==> config.mk <==
export PLATFORM = sky130hd
export DESIGN_NAME = parallel_io_ports
export DESIGN_NICKNAME = d
export VERILOG_FILES = /design/src/design/io_port_lane.v /design/src/design/parallel_io_ports.v /design/src/design/sync_two_flop.v
export VERILOG_INCLUDE_DIRS = /design/src /design/src/design
export SDC_FILE = /design/constraint.sdc
export NUM_CORES = 1
export LEC_CHECK = 0
export BUFFER_PORTS_ARGS = -buffer_cell sky130_fd_sc_hd__buf_2
export CORE_MARGIN = 1.5
export CORE_UTILIZATION = 42
export DETAILED_ROUTE_END_ITERATION = 10
export GPL_TIMING_DRIVEN = 0
export PLACE_DENSITY = 0.86
export SYNTH_ARGS = -nofsm -noshare
export SYNTH_HDL_FRONTEND = slang
export SYNTH_SLANG_ARGS = --single-unit
==> constraint.sdc <==
create_clock -name clk_i -period 2 [get_ports clk_i]
set_clock_uncertainty 0.2 [all_clocks]
set_input_delay 0.4 -clock clk_i [delete_from_list [all_inputs] [get_ports clk_i]]
set_output_delay 0.4 -clock clk_i [all_outputs]
set_load 0.05 [all_outputs]
==> src/design/parallel_io_ports_defines.vh <==
// Functional notes
// ten two-way pins, one 8-bit and one 2-bit port, each pin's direction set alone.
// direction 1 drives the latched value out; direction 0 leaves the pin undriven.
// wide data read gives latch for output bits, pin level for input bits.
// data latches take every write; writes never change what an input pin reads.
// narrow port reads and writes behave exactly like the wide port; the code reads bits 7 and 6, and unbonded input bits, as zero.
// each wide input pin has a pulldown; inhibit bit 1 disables, 0 enables.
// reset clears all eight wide inhibit bits unless the mask option overrides.
// narrow inhibit bits sit at 3 and 2; 1 disables; reset clears both; the code sets both instead when the mask option is 1.
// mask option 1 makes reset leave every pin input with pulldown disabled.
// unbonded narrow bits 5,4,1,0 stay read/write; pulldown always on as input.
// software keeps the unbonded narrow bits as inputs at all times.
// reset clears every direction bit; both data latches keep their contents.
// narrow data and direction bits 7 and 6 read zero and ignore writes.
`ifndef PARALLEL_IO_PORTS_DEFINES_VH
`define PARALLEL_IO_PORTS_DEFINES_VH

// register indices; byte address is four times the index
`define WIDE_DATA_IDX       6'h00
`define NARROW_DATA_IDX     6'h01
`define WIDE_DIR_IDX        6'h04
`define NARROW_DIR_IDX      6'h05
`define WIDE_PULLDOWN_IDX   6'h10
`define NARROW_PULLDOWN_IDX 6'h11
`define OPTION_STATUS_IDX   6'h20

// reset values
`define DIR_RESET           8'h00
`define INHIBIT_RESET       8'h00
`define INHIBIT_OPTION_SET  8'hFF

// narrow port field layout
`define NARROW_IMPL_MASK    8'h3F
`define NARROW_BONDED_MASK  6'h0C
`define NARROW_INHIBIT_MASK 8'h0C
`define NARROW_PIN_LO       2
`define NARROW_PIN_HI       3

// option status field position
`define OPTION_STATUS_BIT   0

`endif

==> src/design/io_port_lane.v <==
`timescale 1ns/100ps
// per-bit pin behaviour of one port
module io_port_lane #(
   parameter             WIDTH  = 8,
   parameter [WIDTH-1:0] BONDED = {WIDTH{1'b1}}
) (
   // register state
   input  wire [WIDTH-1:0] dir_i,
   input  wire [WIDTH-1:0] latch_i,
   input  wire [WIDTH-1:0] inhibit_i,
   // synchronised pin levels
   input  wire [WIDTH-1:0] pin_i,
   // read view and pin controls
   output wire [WIDTH-1:0] read_o,
   output wire [WIDTH-1:0] drive_o,
   output wire [WIDTH-1:0] oe_o,
   output wire [WIDTH-1:0] pulldown_o
);

   genvar i;
   generate
      for (i = 0; i < WIDTH; i = i + 1) begin : g_bit
         // output buffer follows direction; low level when undriven
         assign oe_o[i]    = dir_i[i];
         assign drive_o[i] = dir_i[i] & latch_i[i];
         if (BONDED[i]) begin : g_bonded
            // latch for outputs, pin for inputs
            assign read_o[i]     = dir_i[i] ? latch_i[i] : pin_i[i];
            assign pulldown_o[i] = ~dir_i[i] & ~inhibit_i[i];
         end else begin : g_unbonded
            // no pad: an input here is held low by its pulldown
            assign read_o[i]     = dir_i[i] ? latch_i[i] : 1'b0;
            assign pulldown_o[i] = ~dir_i[i];
         end
      end
   endgenerate

endmodule // io_port_lane

==> src/design/parallel_io_ports.v <==
`timescale 1ns/100ps
`include "parallel_io_ports_defines.vh"

// two parallel ports behind a classic wishbone slave
module parallel_io_ports #(
   parameter ADDR_W = 8
) (
   // clock and synchronous reset
   input  wire              clk_i,
   input  wire              rst_i,
   // wishbone classic slave
   input  wire              cyc_i,
   input  wire              stb_i,
   input  wire              we_i,
   input  wire [ADDR_W-1:0] adr_i,
   input  wire [3:0]        sel_i,
   input  wire [31:0]       dat_i,
   output wire [31:0]       dat_o,
   output wire              ack_o,
   // mask option strap
   input  wire              pulldown_inhibit_mask_option_i,
   // wide port pins
   input  wire [7:0]        wide_port_pin_i,
   output wire [7:0]        wide_port_pin_o,
   output wire [7:0]        wide_port_oe_o,
   output wire [7:0]        wide_port_pulldown_o,
   // narrow port pins (bonded bits 3 and 2)
   input  wire [1:0]        narrow_port_pin_i,
   output wire [1:0]        narrow_port_pin_o,
   output wire [1:0]        narrow_port_oe_o,
   output wire [1:0]        narrow_port_pulldown_o
);

   // register index decode, shared by read and write paths
   function hit;
      input [ADDR_W-1:0] adr;
      input [5:0]        idx;
      begin
         // upper address bits beyond the map must be zero
         hit = (adr[7:2] == idx) && ((adr >> 8) == {ADDR_W{1'b0}});
      end
   endfunction

   // full-width reset images, sliced on purpose for the narrow registers
   localparam [7:0] DIR_RST_FULL = `DIR_RESET & `NARROW_IMPL_MASK;
   localparam [7:0] INH_SET_FULL = `INHIBIT_OPTION_SET;
   localparam [7:0] INH_CLR_FULL = `INHIBIT_RESET;

   // register state
   reg  [7:0]  wide_port_data;
   reg  [5:0]  narrow_port_data;
   reg  [7:0]  wide_port_direction;
   reg  [5:0]  narrow_port_direction;
   reg  [7:0]  wide_pulldown_inhibit_bits;
   reg  [1:0]  narrow_pulldown_inhibit_bits;
   reg         option_seen;

   // bus state
   reg         ack;
   reg  [31:0] rd_data;
   reg  [7:0]  next_rd_byte;

   // synchronised inputs
   wire [10:0] sync_in;
   wire [7:0]  wide_pin_sync;
   wire [1:0]  narrow_pin_sync;
   wire        option_sync;

   // lane results
   wire [7:0]  wide_read;
   wire [5:0]  narrow_read;
   wire [5:0]  narrow_drive;
   wire [5:0]  narrow_oe;
   wire [5:0]  narrow_pulldown;
   wire [5:0]  narrow_pin_full;
   wire [5:0]  narrow_inhibit_full;

   // bus qualifiers
   wire        req;
   wire        wr_commit;
   wire        lane0;

   // every pin level and the strap cross into the clock domain first
   sync_two_flop #(
      .WIDTH (11)
   ) u_sync (
      .clk_i   (clk_i),
      .async_i ({pulldown_inhibit_mask_option_i,
                 narrow_port_pin_i,
                 wide_port_pin_i}),
      .sync_o  (sync_in)
   );

   assign wide_pin_sync   = sync_in[7:0];
   assign narrow_pin_sync = sync_in[9:8];
   assign option_sync     = sync_in[10];

   // bonded narrow pins sit at bits 3 and 2 of the six-bit lane
   assign narrow_pin_full = {2'b00, narrow_pin_sync, 2'b00};
   assign narrow_inhibit_full = {2'b00, narrow_pulldown_inhibit_bits, 2'b00};

   // wishbone request and its commit point
   assign req       = cyc_i & stb_i;
   assign lane0     = sel_i[0];
   // writes land on the edge where the master sees ack
   assign wr_commit = req & we_i & ack & lane0;

   // one-cycle ack, dropped the cycle after it was given
   always @(posedge clk_i) begin
      if (rst_i) begin
         ack <= 1'b0;
      end else begin
         ack <= req & ~ack;
      end
   end

   // data latches carry no reset: contents survive reset
   always @(posedge clk_i) begin
      if (wr_commit && hit(adr_i, `WIDE_DATA_IDX)) begin
         // taken whatever the direction; inputs still read the pin
         wide_port_data <= dat_i[7:0];
      end
      if (wr_commit && hit(adr_i, `NARROW_DATA_IDX)) begin
         // bits 7 and 6 do not exist
         narrow_port_data <= dat_i[5:0];
      end
   end

   // direction registers: reset makes every pin an input
   always @(posedge clk_i) begin
      if (rst_i) begin
         wide_port_direction   <= `DIR_RESET;
         narrow_port_direction <= DIR_RST_FULL[5:0];
      end else begin
         if (wr_commit && hit(adr_i, `WIDE_DIR_IDX)) begin
            wide_port_direction <= dat_i[7:0];
         end
         if (wr_commit && hit(adr_i, `NARROW_DIR_IDX)) begin
            // unbonded bits stay writable; software keeps them 0
            narrow_port_direction <= dat_i[5:0];
         end
      end
   end

   // pulldown inhibit registers; reset value follows the strap
   always @(posedge clk_i) begin
      if (rst_i) begin
         if (option_sync) begin
            wide_pulldown_inhibit_bits   <= `INHIBIT_OPTION_SET;
            narrow_pulldown_inhibit_bits <=
               INH_SET_FULL[`NARROW_PIN_HI:`NARROW_PIN_LO];
         end else begin
            wide_pulldown_inhibit_bits   <= `INHIBIT_RESET;
            narrow_pulldown_inhibit_bits <=
               INH_CLR_FULL[`NARROW_PIN_HI:`NARROW_PIN_LO];
         end
      end else begin
         if (wr_commit && hit(adr_i, `WIDE_PULLDOWN_IDX)) begin
            wide_pulldown_inhibit_bits <= dat_i[7:0];
         end
         if (wr_commit && hit(adr_i, `NARROW_PULLDOWN_IDX)) begin
            // only bits 3 and 2 have an inhibit
            narrow_pulldown_inhibit_bits <=
               dat_i[`NARROW_PIN_HI:`NARROW_PIN_LO];
         end
      end
   end

   // strap value seen at the last reset, for software to read
   always @(posedge clk_i) begin
      if (rst_i) begin
         option_seen <= option_sync;
      end
   end

   // wide port pin behaviour
   io_port_lane #(
      .WIDTH  (8),
      .BONDED (8'hFF)
   ) u_wide_lane (
      .dir_i      (wide_port_direction),
      .latch_i    (wide_port_data),
      .inhibit_i  (wide_pulldown_inhibit_bits),
      .pin_i      (wide_pin_sync),
      .read_o     (wide_read),
      .drive_o    (wide_port_pin_o),
      .oe_o       (wide_port_oe_o),
      .pulldown_o (wide_port_pulldown_o)
   );

   // narrow port: six bits, only bits 3 and 2 reach pads
   io_port_lane #(
      .WIDTH  (6),
      .BONDED (`NARROW_BONDED_MASK)
   ) u_narrow_lane (
      .dir_i      (narrow_port_direction),
      .latch_i    (narrow_port_data),
      .inhibit_i  (narrow_inhibit_full),
      .pin_i      (narrow_pin_full),
      .read_o     (narrow_read),
      .drive_o    (narrow_drive),
      .oe_o       (narrow_oe),
      .pulldown_o (narrow_pulldown)
   );

   // bonded narrow bits out to the pads
   assign narrow_port_pin_o      = narrow_drive[`NARROW_PIN_HI:`NARROW_PIN_LO];
   assign narrow_port_oe_o       = narrow_oe[`NARROW_PIN_HI:`NARROW_PIN_LO];
   assign narrow_port_pulldown_o =
      narrow_pulldown[`NARROW_PIN_HI:`NARROW_PIN_LO];

   // read mux; inhibit registers are write-only and read zero
   always @* begin
      next_rd_byte = 8'h00;
      if (hit(adr_i, `WIDE_DATA_IDX)) begin
         next_rd_byte = wide_read;
      end else if (hit(adr_i, `NARROW_DATA_IDX)) begin
         next_rd_byte = {2'b00, narrow_read};
      end else if (hit(adr_i, `WIDE_DIR_IDX)) begin
         next_rd_byte = wide_port_direction;
      end else if (hit(adr_i, `NARROW_DIR_IDX)) begin
         next_rd_byte = {2'b00, narrow_port_direction};
      end else if (hit(adr_i, `OPTION_STATUS_IDX)) begin
         next_rd_byte[`OPTION_STATUS_BIT] = option_seen;
      end
   end

   // read data is captured as ack rises and held with it
   always @(posedge clk_i) begin
      if (rst_i) begin
         rd_data <= 32'h0000_0000;
      end else if (req && !ack) begin
         rd_data <= {24'h00_0000, next_rd_byte};
      end
   end

   assign dat_o = rd_data;
   assign ack_o = ack;

endmodule // parallel_io_ports

==> src/design/sync_two_flop.v <==
`timescale 1ns/100ps
// two-flop synchroniser for levels from outside the clock domain
module sync_two_flop #(
   parameter WIDTH = 1
) (
   // clock
   input  wire             clk_i,
   // asynchronous level in, synchronised level out
   input  wire [WIDTH-1:0] async_i,
   output wire [WIDTH-1:0] sync_o
);

   reg [WIDTH-1:0] meta;
   reg [WIDTH-1:0] stable;

   // first stage feeds only the second stage
   always @(posedge clk_i) begin
      meta   <= async_i;
      stable <= meta;
   end

   assign sync_o = stable;

endmodule // sync_two_flop

=== After elaboration in Yosys (flattened, before gate mapping) ===
Cells that the tools add are included.

* Word-level logic and storage cells: 100
* Bits of input ports: 60
* Output and inout bits: 63
* Flip-flop bits (word level): 70

* Eq/ne operators: 6
* Multiplexer cells: 26
* Reduce and logical (&&, ||, !) cells: 11
* Bitwise operators: 46

{| class="wikitable"
|+ Operators by type and width
! cell !! number
|-
| $mux 8 || 6
|-
| $and 1x1->1 || 25
|-
| $not 1->1 || 21
|-
| $mux 1 || 16
|-
| $eq 6x3->1 const B || 2
|-
| $eq 6x5->1 const B || 2
|-
| $logic_and 1x1->1 || 7
|-
| $eq 6x1->1 const B || 1
|-
| $eq 6x6->1 const B || 1
|-
| $logic_not 6->1 || 1
|-
| $mux 2 || 3
|-
| $mux 5 || 1
|-
| $reduce_bool 2->1 || 2
|-
| $logic_not 1->1 || 1
|}

=== Longest topological paths before layout ===
Gate-level depths: netlist (run 1).

* Depth after elaboration: 7
* Mapped depth: 5

=== Modules after synthesis ===
A second synthesis (run 1) with hierarchy kept.

* Cell total of the unflattened synthesis: 274
* Area, all modules: 3,055.4 um^2

{| class="wikitable"
|+ Modules (own cells, without submodules)
! module !! cells an instance !! area an instance (um^2) !! times used !! seq. area each (um^2)
|-
| parallel_io_ports || 196 || 2,178.3 || 1 || 1,211.2
|-
| sync_two_flop || 22 || 440.4 || 1 || 440.4
|-
| io_port_lane at u_wide_lane || 32 || 270.3 || 1 || 0.0
|-
| io_port_lane at u_narrow_lane || 24 || 166.4 || 1 || 0.0
|}

=== Worst setup path before layout (run 1) ===
No wires, ideal clock.

* Path type: register to register
* Start point: reg ack, in the netlist ack_o
* End point: reg narrow_port_data[0] (enable)
* Path buffers: 0
* Period minus slack after synthesis: 2.131 ns
* Cell stages (with the launch flop): 4
* Arrival: 1.555 ns
* Path slack: -0.131 ns
* Path through: dfxtp_1 -> and4_1 -> nand2_1 -> nor3_1

* Cells in the longest elaborated chain, start to end: 3

{| class="wikitable"
|+ Ends and longest elaborated chain
! element !! line !! source
|-
| from (decl) || parallel_io_ports.v:59 || <nowiki>reg ack;</nowiki>
|-
| from (signal assigned) || parallel_io_ports.v:113 || <nowiki>ack <= req & ~ack;</nowiki>
|-
| $and 1x1->1 (2 in series) || parallel_io_ports.v:106 || <nowiki>assign wr_commit = req & we_i & ack & lane0;</nowiki>
|-
| $logic_and 1x1->1 || parallel_io_ports.v:123 || <nowiki>if (wr_commit && hit(adr_i, `NARROW_DATA_IDX)) begin</nowiki>
|-
| to (signal assigned) || parallel_io_ports.v:125 || <nowiki>narrow_port_data <= dat_i[5:0];</nowiki>
|-
| to (decl) || parallel_io_ports.v:51 || <nowiki>reg [5:0] narrow_port_data;</nowiki>
|}

No other way between the ends.
A chain may end at the register's enable or synchronous reset.

=== Worst setup path in the final report (run 1) ===
* Start point: in adr_i[3]
* End point: reg narrow_port_data[3] (enable)

* Cells in the longest elaborated chain, start to end: 2

{| class="wikitable"
|+ Ends and longest elaborated chain
! element !! line !! source
|-
| from (decl) || parallel_io_ports.v:15 || <nowiki>input wire [ADDR_W-1:0] adr_i,</nowiki>
|-
| $eq 6x1->1 || parallel_io_ports.v:40 || <nowiki>hit = (adr[7:2] == idx) && ((adr >> 8) == {ADDR_W{1'b0}});</nowiki>
|-
| $logic_and 1x1->1 || parallel_io_ports.v:123 ||
|}

No other way between the ends.

==> impl_metrics.json, run 1 <==
{
  "first_iter_violations": 168,
  "finish.utilization_pct": 57.5,
  "ys_types": 40,
  "setup_violations": 0,
  "layout-drive-gt1-share_pct": 32.9,
  "final_area_mm2": 0.00367,
  "clock_latency_ns": 0.34,
  "wl_um": 6440,
  "gp_routability_congestion": 0.889,
  "synth_edf_count": 25,
  "status": "completed",
  "pin_count": 123,
  "grt_pass1_vias": 2114,
  "start_util_pct": 43.9,
  "grt_use_met3_pct": 8.06,
  "cp_data_required_time_ns": 1.78,
  "fin_crit_sh_pct": 97.2,
  "powerDensity_mw_per_mm2": 836,
  "yosys.area.top_type_share_pct": 32.1,
  "drv_cap": 0,
  "post_drt_wl_per_cell_um": 14.2,
  "max-slew-margin-rel_pct": 58.9,
  "hold_violations": 0,
  "n_fill_cell": 555,
  "grt_max_degree": 13,
  "dpl_cell_area_mm2": 0.00334,
  "hp-class": "in2reg",
  "final.setup.worst_slack_ns": 0.0554,
  "vias": 2236,
  "p_total_mw": 3.07,
  "cts_root_buffer": "clkbuf_8",
  "grt_pass1_wl_um": 10200,
  "core-area_mm2": 0.00639,
  "async_reset_ff_share_pct": 0,
  "globalRoute.busiestLayer": "met2",
  "endpoint_kind": "flip-flop",
  "worstMarginPinSlew_ns": 0.608,
  "cts_tree": "built",
  "avgViaCountPerCell": 4.93,
  "crit_fanout": 8,
  "drv_slew": 0,
  "max_freq_mhz": 514,
  "ir_drop_mv": 0.618,
  "clockBufferDepth": 2,
  "synth.most_common_cell": "dfxtp_1",
  "n_antenna_cell": 0,
  "p_leak_nw": 1.66,
  "gr-total-overflow": 0,
  "cts_sinks": 70,
  "cts_buffers": 9,
  "crit_type": "in2reg",
  "pre_cts_slack_ns": -0.574,
  "io_buffer_count": 69,
  "grt_util_met1_pct": 22.1,
  "synth-seq-cells": 70,
  "num-nets-final": 432,
  "rsz0062_at_grt": "false",
  "die_w_um": 84.7,
  "clkSlewWorstSetupHoldPaths_ns": 0.07,
  "syn_to_final_growth_pct": 31.1,
  "min_period_ns": 1.94,
  "synthTopCellsByCount": "dfxtp_1 (45), buf_4 (26), edfxtp_1 (25), nor2_1 (25), o21ai_0 (21)",
  "yosys-top-cells-area": "dfxtp_1 (32%), edfxtp_1 (27%), buf_4 (7.0%)",
  "drtPass1Iterations": 4,
  "critPathArrivalTime_ns": 1.72,
  "avgSynthCellArea_um2": 10.9,
  "timing.hold.ws_ns": 0.0625,
  "seq_area_frac_synth_pct": 58.9,
  "crit_path_start_kind": "input pin",
  "synth_flop_cell": "dfxtp_1",
  "dp_hpwl_um": 4600,
  "htreeDepth": 3,
  "syn_inst": 258,
  "fp-row-count": 29,
  "use_met2_pct": 30.7,
  "grt_use_total_pct": 18.7,
  "drc": 0,
  "drtAntennaViolNets": 0,
  "die_h_um": 84.7,
  "netlist_area_mm2": 0.00280,
  "yosys_warnings": 0,
  "yosysTopAreaCell": "dfxtp_1",
  "die-area_mm2": 0.00717,
  "antenna_found_initial": 0
}
-- layout make-up --
cell class | instances | area [um^2] | area share [%]
Clock buffer | 11 | 151 | 4.12
Timing Repair Buffer | 80 | 455 | 12.4
Clock inverter | 5 | 56.3 | 1.53
Tap cell | 77 | 96.3 | 2.62
Buffer | 35 | 229 | 6.23
Multi-Input combinational cell | 161 | 977 | 26.6
Sequential cell | 70 | 1650 | 45.0
Inverter | 15 | 56.3 | 1.53
-- power breakdown --
part	internal, mW	total [mW]	switching (mW)
Combinational	0.110	0.383	0.272
Sequential	1.52	1.53	0.0124
Clock	0.643	1.16	0.513
-- flip-flops by register name, summed over array words and instances, names as in the netlist, 6 cells and up --
register,cells
u_sync.meta,11
u_sync.sync_o,11
dat_o,8
wide_port_data,8
wide_port_direction,8
wide_pulldown_inhibit_bits,8
narrow_port_data,6
narrow_port_direction,6
-- logic make-up (layout without fill, tap and decap cells) --
group / Yosys count / count (layout) / share of synthesized area [%]
simple gates: 75 / 75 / 15.0
flops: 70 / 70 / 58.9
compound gates: 52 / 52 / 12.1
buf+inv: 50 / 146 / 10.2
mux: 10 / 10 / 3.62
other cells: 1 / 24 / 0.134
-- layout by cell type (no fill, tap or decap), types with 2 or more instances in the layout --
| master | netlist | routed |
|---|---|---|
| nand2_1 | 8 | 7 |
| mux2i_1 | 9 | 9 |
| o311ai_0 | 3 | 3 |
| nand2_2 | 1 | 2 |
| dlygate4sd3_1 | 0 | 11 |
| inv_1 | 15 | 15 |
| a211o_1 | 2 | 2 |
| edfxtp_1 | 25 | 25 |
| or3_1 | 2 | 2 |
| a21oi_1 | 11 | 11 |
| clkbuf_1 | 9 | 9 |
| and2_1 | 11 | 11 |
| nor4_4 | 1 | 2 |
| buf_2 | 0 | 69 |
| nand4b_1 | 2 | 2 |
| clkinv_2 | 0 | 2 |
| o21ai_0 | 21 | 21 |
| clkbuf_8 | 0 | 11 |
| nor2_1 | 25 | 24 |
| conb_1 | 1 | 24 |
| o22ai_1 | 2 | 2 |
| buf_4 | 26 | 26 |
| a221oi_1 | 3 | 3 |
| a311oi_2 | 2 | 2 |
| nand3b_1 | 2 | 2 |
| dfxtp_1 | 45 | 44 |
| nor2b_1 | 6 | 6 |
| nand3_1 | 8 | 8 |
-- final timing paths --
check,startpoint,to,slack [ns],depth (start not counted)
worst min-delay path,rst_i,option_seen,0.06,1
worst min register to register,u_sync.meta[9],u_sync.sync_o[9],0.13,0
worst max-delay path,adr_i[3],narrow_port_data[3],0.06,4
worst max register to register,ack_o,wide_pulldown_inhibit_bits[1],0.08,4
-- what timing repair did --
item | 4_1_cts | 5_1_grt
endpoints found under the hold margin | 11 | 0
buffers inserted | 0 | 0
resized for setup | 3 | 1
endpoints found under the setup margin | 10 | 11
gates cloned | 0 | 0
hold buffers | 11 | 0
-- metrics by stage --
stage | TNS, ns | cells
6_report | 0 | 454
5_1_grt | 0 | 454
4_1_cts | 0 | 454
3_5_place_dp | -9.61 | 427
3_3_place_gp | -9.09 | 427
2_1_floorplan | 0 | 281
-- worst max-delay path, stage by stage --
cell and delay [ns]:
buf_2 0.14, nor4_4 0.50, nand2_2 0.20, nor3_2 0.47
-- metal layers --
layer,up-vias,routed length (um)
met5,-,0
met4,0,127
met3,12,646
met2,112,3140
met1,1020,2530
li1,1092,-
No activity file was read; power rests on OpenSTA's default activity.
==> inputs of run 2 (changes only) <==
CORE_ASPECT_RATIO = 0.75   (was not set)
HOLD_SLACK_MARGIN = 0.12   (was not set)
==> impl_metrics.json, run 2 (synthesis results as in run 1) <==
{
  "gr-total-overflow": 0,
  "area.sequential_mm2": 0.00165,
  "first_iter_violations": 167,
  "max_freq_mhz": 531,
  "final_cell_mix": "buf_2 (69), dfxtp_1 (44), buf_4 (26)",
  "fin_setup_tns_ns": 0,
  "pin_count": 123,
  "multiInputGateArea_um2": 988,
  "min_period_ns": 1.88,
  "die-area_mm2": 0.00718,
  "final.setup.worst_slack_ns": 0.118,
  "drv_cap": 0,
  "final_area_mm2": 0.00379,
  "drv_slew": 0,
  "pre_cts_slack_ns": -0.542,
  "timing.hold.ws_ns": 0.123,
  "die_w_um": 97.3,
  "worstMarginPinSlew_ns": 0.665,
  "cts_buffers": 9,
  "n_antenna_cell": 0,
  "htreeDepth": 3,
  "hold_violations": 0,
  "cts_sinks": 70,
  "wl_um": 6950,
  "io_buffer_count": 69,
  "clock_latency_ns": 0.35,
  "status": "completed",
  "num-nets-final": 441,
  "die_h_um": 73.7,
  "cp_data_required_time_ns": 1.40,
  "antenna_found_initial": 0,
  "crit_type": "reg2out",
  "max-slew-margin-rel_pct": 55.7,
  "drtPass1Iterations": 5,
  "vias": 2278,
  "cts_setup_buffers": 0,
  "grt_pass1_vias": 2075,
  "layout-drive-gt1-share_pct": 31.9,
  "hp-class": "reg2reg",
  "stdcell_count": 467,
  "crit_path_start_kind": "flip-flop",
  "gp_routability_congestion": 0.918,
  "core-area_mm2": 0.00638,
  "avgViaCountPerCell": 4.88,
  "endpoint_kind": "output port",
  "dp_hpwl_um": 4890,
  "grt_max_degree": 13,
  "clkSlewWorstSetupHoldPaths_ns": 0.08,
  "placed_cells": 431,
  "grt_use_total_pct": 19.7,
  "cts_tree": "built",
  "start_util_pct": 43.9,
  "n_fill_cell": 575,
  "p_leak_nw": 1.71,
  "ir_drop_mv": 0.331,
  "fin_crit_sh_pct": 94.1,
  "fp-row-count": 25,
  "clockBufferDepth": 2,
  "cts_root_buffer": "clkbuf_8",
  "syn_to_final_growth_pct": 35.1,
  "final_common_cell": "buf_2",
  "critPathArrivalTime_ns": 1.28,
  "grt_pass1_wl_um": 10500,
  "drc": 0,
  "crit_fanout": 6,
  "post_drt_wl_per_cell_um": 14.9,
  "setup_violations": 0,
  "drtAntennaViolNets": 0,
  "reg2reg_slack_ns": 0.15,
  "powerDensity_mw_per_mm2": 831,
  "dpl_cell_area_mm2": 0.00334
}
run 2: metrics by stage:
step | total power, mW | util [%]
6_report | 3.15 | 59.4
5_1_grt | 3.27 | 59.4
4_1_cts | 3.17 | 59.0
3_5_place_dp | 1.93 | 52.4
3_3_place_gp | 1.92 | 52.4
2_1_floorplan | 1.83 | -
run 2: cell type report:
cell class	instances	area share, %
sequential	70	43.6
multi-input combinational	161	26.1
timing repair buffer	89	14.4
buffer	35	6.05
clock buffer	10	3.37
tap	81	2.68
clock inverter	6	2.28
inverter	15	1.49
run 2: worst paths after layout:
kind / startpoint / endpoint / cells after the start
max: wide_port_direction[0] / wide_port_pin_o[0] / 2
max reg2reg: ack_o / wide_pulldown_inhibit_bits[6] / 4
min reg2reg: u_sync.meta[3] / u_sync.sync_o[3] / 0
min: u_sync.meta[3] / u_sync.sync_o[3] / 0
run 2: per-layer routing:
layer | global-route usage (%) | vias up | wire [um]
met5 | 0 | - | 0
met4 | 5.40 | 0 | 83
met3 | 9.23 | 12 | 701
met2 | 30.2 | 116 | 3170
met1 | 25.4 | 1046 | 2990
li1 | - | 1104 | -
run 2: power breakdown:
group | switching (mW) | internal, mW | total (mW) | leakage [nW]
Combinational | 0.280 | 0.122 | 0.402 | 0.992
Clock | 0.513 | 0.700 | 1.21 | 0.108
Sequential | 0.0136 | 1.52 | 1.53 | 0.607
Total | 0.807 | 2.34 | 3.15 | 1.71
run 2: repair_timing:
item | 4_1_cts | 5_1_grt
setup endpoints to repair | 12 | 15
endpoints found under the hold margin | 26 | 0
hold buffers | 20 | 0
gates resized for setup | 3 | 3
run 2: critical path, cell delays in order (launching register included):
cell and delay [ns]:
dfxtp_1 0.44, and2_1 0.22, buf_2 0.28
==> inputs of run 3 (changes only) <==
CORE_UTILIZATION = 30   (was 42)
PLACE_DENSITY = 0.68   (was 0.86)
==> impl_metrics.json, run 3 (synthesis results as in run 1) <==
{
  "status": "completed",
  "min_period_ns": 1.87,
  "grt_use_total_pct": 15.5,
  "reg2reg_slack_ns": 0.15,
  "fin_setup_tns_ns": 0,
  "setup_violations": 0,
  "final_cell_mix": "buf_2 (69), dfxtp_1 (44), buf_4 (26)",
  "clock_latency_ns": 0.34,
  "rsz0062_at_grt": "false",
  "die-area_mm2": 0.00994,
  "io_buffer_count": 69,
  "fin_crit_sh_pct": 93.7,
  "final.setup.worst_slack_ns": 0.126,
  "gr-total-overflow": 0,
  "clockBufferDepth": 2,
  "pin_count": 123,
  "dp_hpwl_um": 5240,
  "p_total_mw": 3.39,
  "drc": 0,
  "core-area_mm2": 0.00905,
  "hold_violations": 0,
  "layout-drive-gt1-share_pct": 32.4,
  "crit_path_start_kind": "flip-flop",
  "stdcell_count": 514,
  "cts_buffers": 9,
  "htreeDepth": 3,
  "final_area_mm2": 0.00391,
  "endpoint_kind": "output port",
  "grt_pass1_vias": 2190,
  "cp_data_required_time_ns": 1.40,
  "final_common_cell": "buf_2",
  "pre_cts_slack_ns": -0.532,
  "cts_tree": "built",
  "die_w_um": 115,
  "wl_um": 7270,
  "max_freq_mhz": 534,
  "timing.hold.ws_ns": 0.123,
  "critPathArrivalTime_ns": 1.27,
  "drv_cap": 0,
  "worstMarginPinSlew_ns": 0.619,
  "antenna_found_initial": 0,
  "powerDensity_mw_per_mm2": 869,
  "crit_type": "reg2out",
  "post_drt_wl_per_cell_um": 14.1,
  "dpl_cell_area_mm2": 0.00340,
  "num-nets-final": 441,
  "p_leak_nw": 1.74,
  "grt_max_degree": 13,
  "vias": 2286,
  "crit_fanout": 6,
  "first_iter_violations": 149,
  "hp-class": "reg2reg",
  "cts_root_buffer": "clkbuf_16",
  "finish.utilization_pct": 43.2,
  "n_antenna_cell": 0,
  "max-slew-margin-rel_pct": 58.8,
  "drtAntennaViolNets": 0,
  "fp-row-count": 30,
  "placed_cells": 478,
  "start_util_pct": 31.0,
  "grt_pass1_wl_um": 11200,
  "clkSlewWorstSetupHoldPaths_ns": 0.06,
  "ir_drop_mv": 0.449,
  "cts_sinks": 70,
  "drtPass1Iterations": 5,
  "syn_to_final_growth_pct": 39.4,
  "drv_slew": 0,
  "avgViaCountPerCell": 4.45,
  "die_h_um": 86.7,
  "gp_routability_congestion": 0.866
}
-- run 3: worst max-delay path, stage by stage (launching register included) --
cell     delay, ns
dfxtp_1       0.44
and2_1        0.21
buf_2         0.28
-- run 3: final cells by class --
type	count	area, um^2
Buffer	35	229
Clock buffer	10	239
Clock inverter	6	35.0
Fill cell	893	5140
Inverter	15	56.3
Multi-Input combinational cell	161	988
Sequential cell	70	1650
Tap cell	128	160
Timing Repair Buffer	89	546
-- run 3: report_power, final --
group | leakage, nW | internal, mW | total, mW | switching [mW]
sequential | 0.607 | 1.52 | 1.54 | 0.0127
combinational | 0.992 | 0.122 | 0.403 | 0.281
clock | 0.139 | 0.865 | 1.46 | 0.590
-- run 3: worst paths after layout --
kind                               start                            end  cells past startpoint
setup / recovery  wide_port_direction[0]             wide_port_pin_o[0]                      2
hold / removal            u_sync.meta[1]               u_sync.sync_o[1]                      0
setup reg to reg                   ack_o  wide_pulldown_inhibit_bits[2]                      4
hold reg to reg           u_sync.meta[1]               u_sync.sync_o[1]                      0
-- run 3: timing repair --
action / in CTS / in global routing
setup buffers: 0 / 0
gates resized for setup: 3 / 3
hold buffers: 20 / 0
endpoints found under the hold margin: 26 / 0
gates cloned: 0 / 0
endpoints found under the setup margin: 16 / 16
-- run 3: routing by layer --
metal | share of wire, % | vias up | track usage, % | routed length (um)
li1 | - | 1107 | - | -
met1 | 42 | 1061 | 19.2 | 3080
met2 | 47 | 107 | 24.2 | 3380
met3 | 9.7 | 11 | 6.22 | 707
met4 | 1.3 | 0 | 6.70 | 97
met5 | 0 | - | 0 | 0
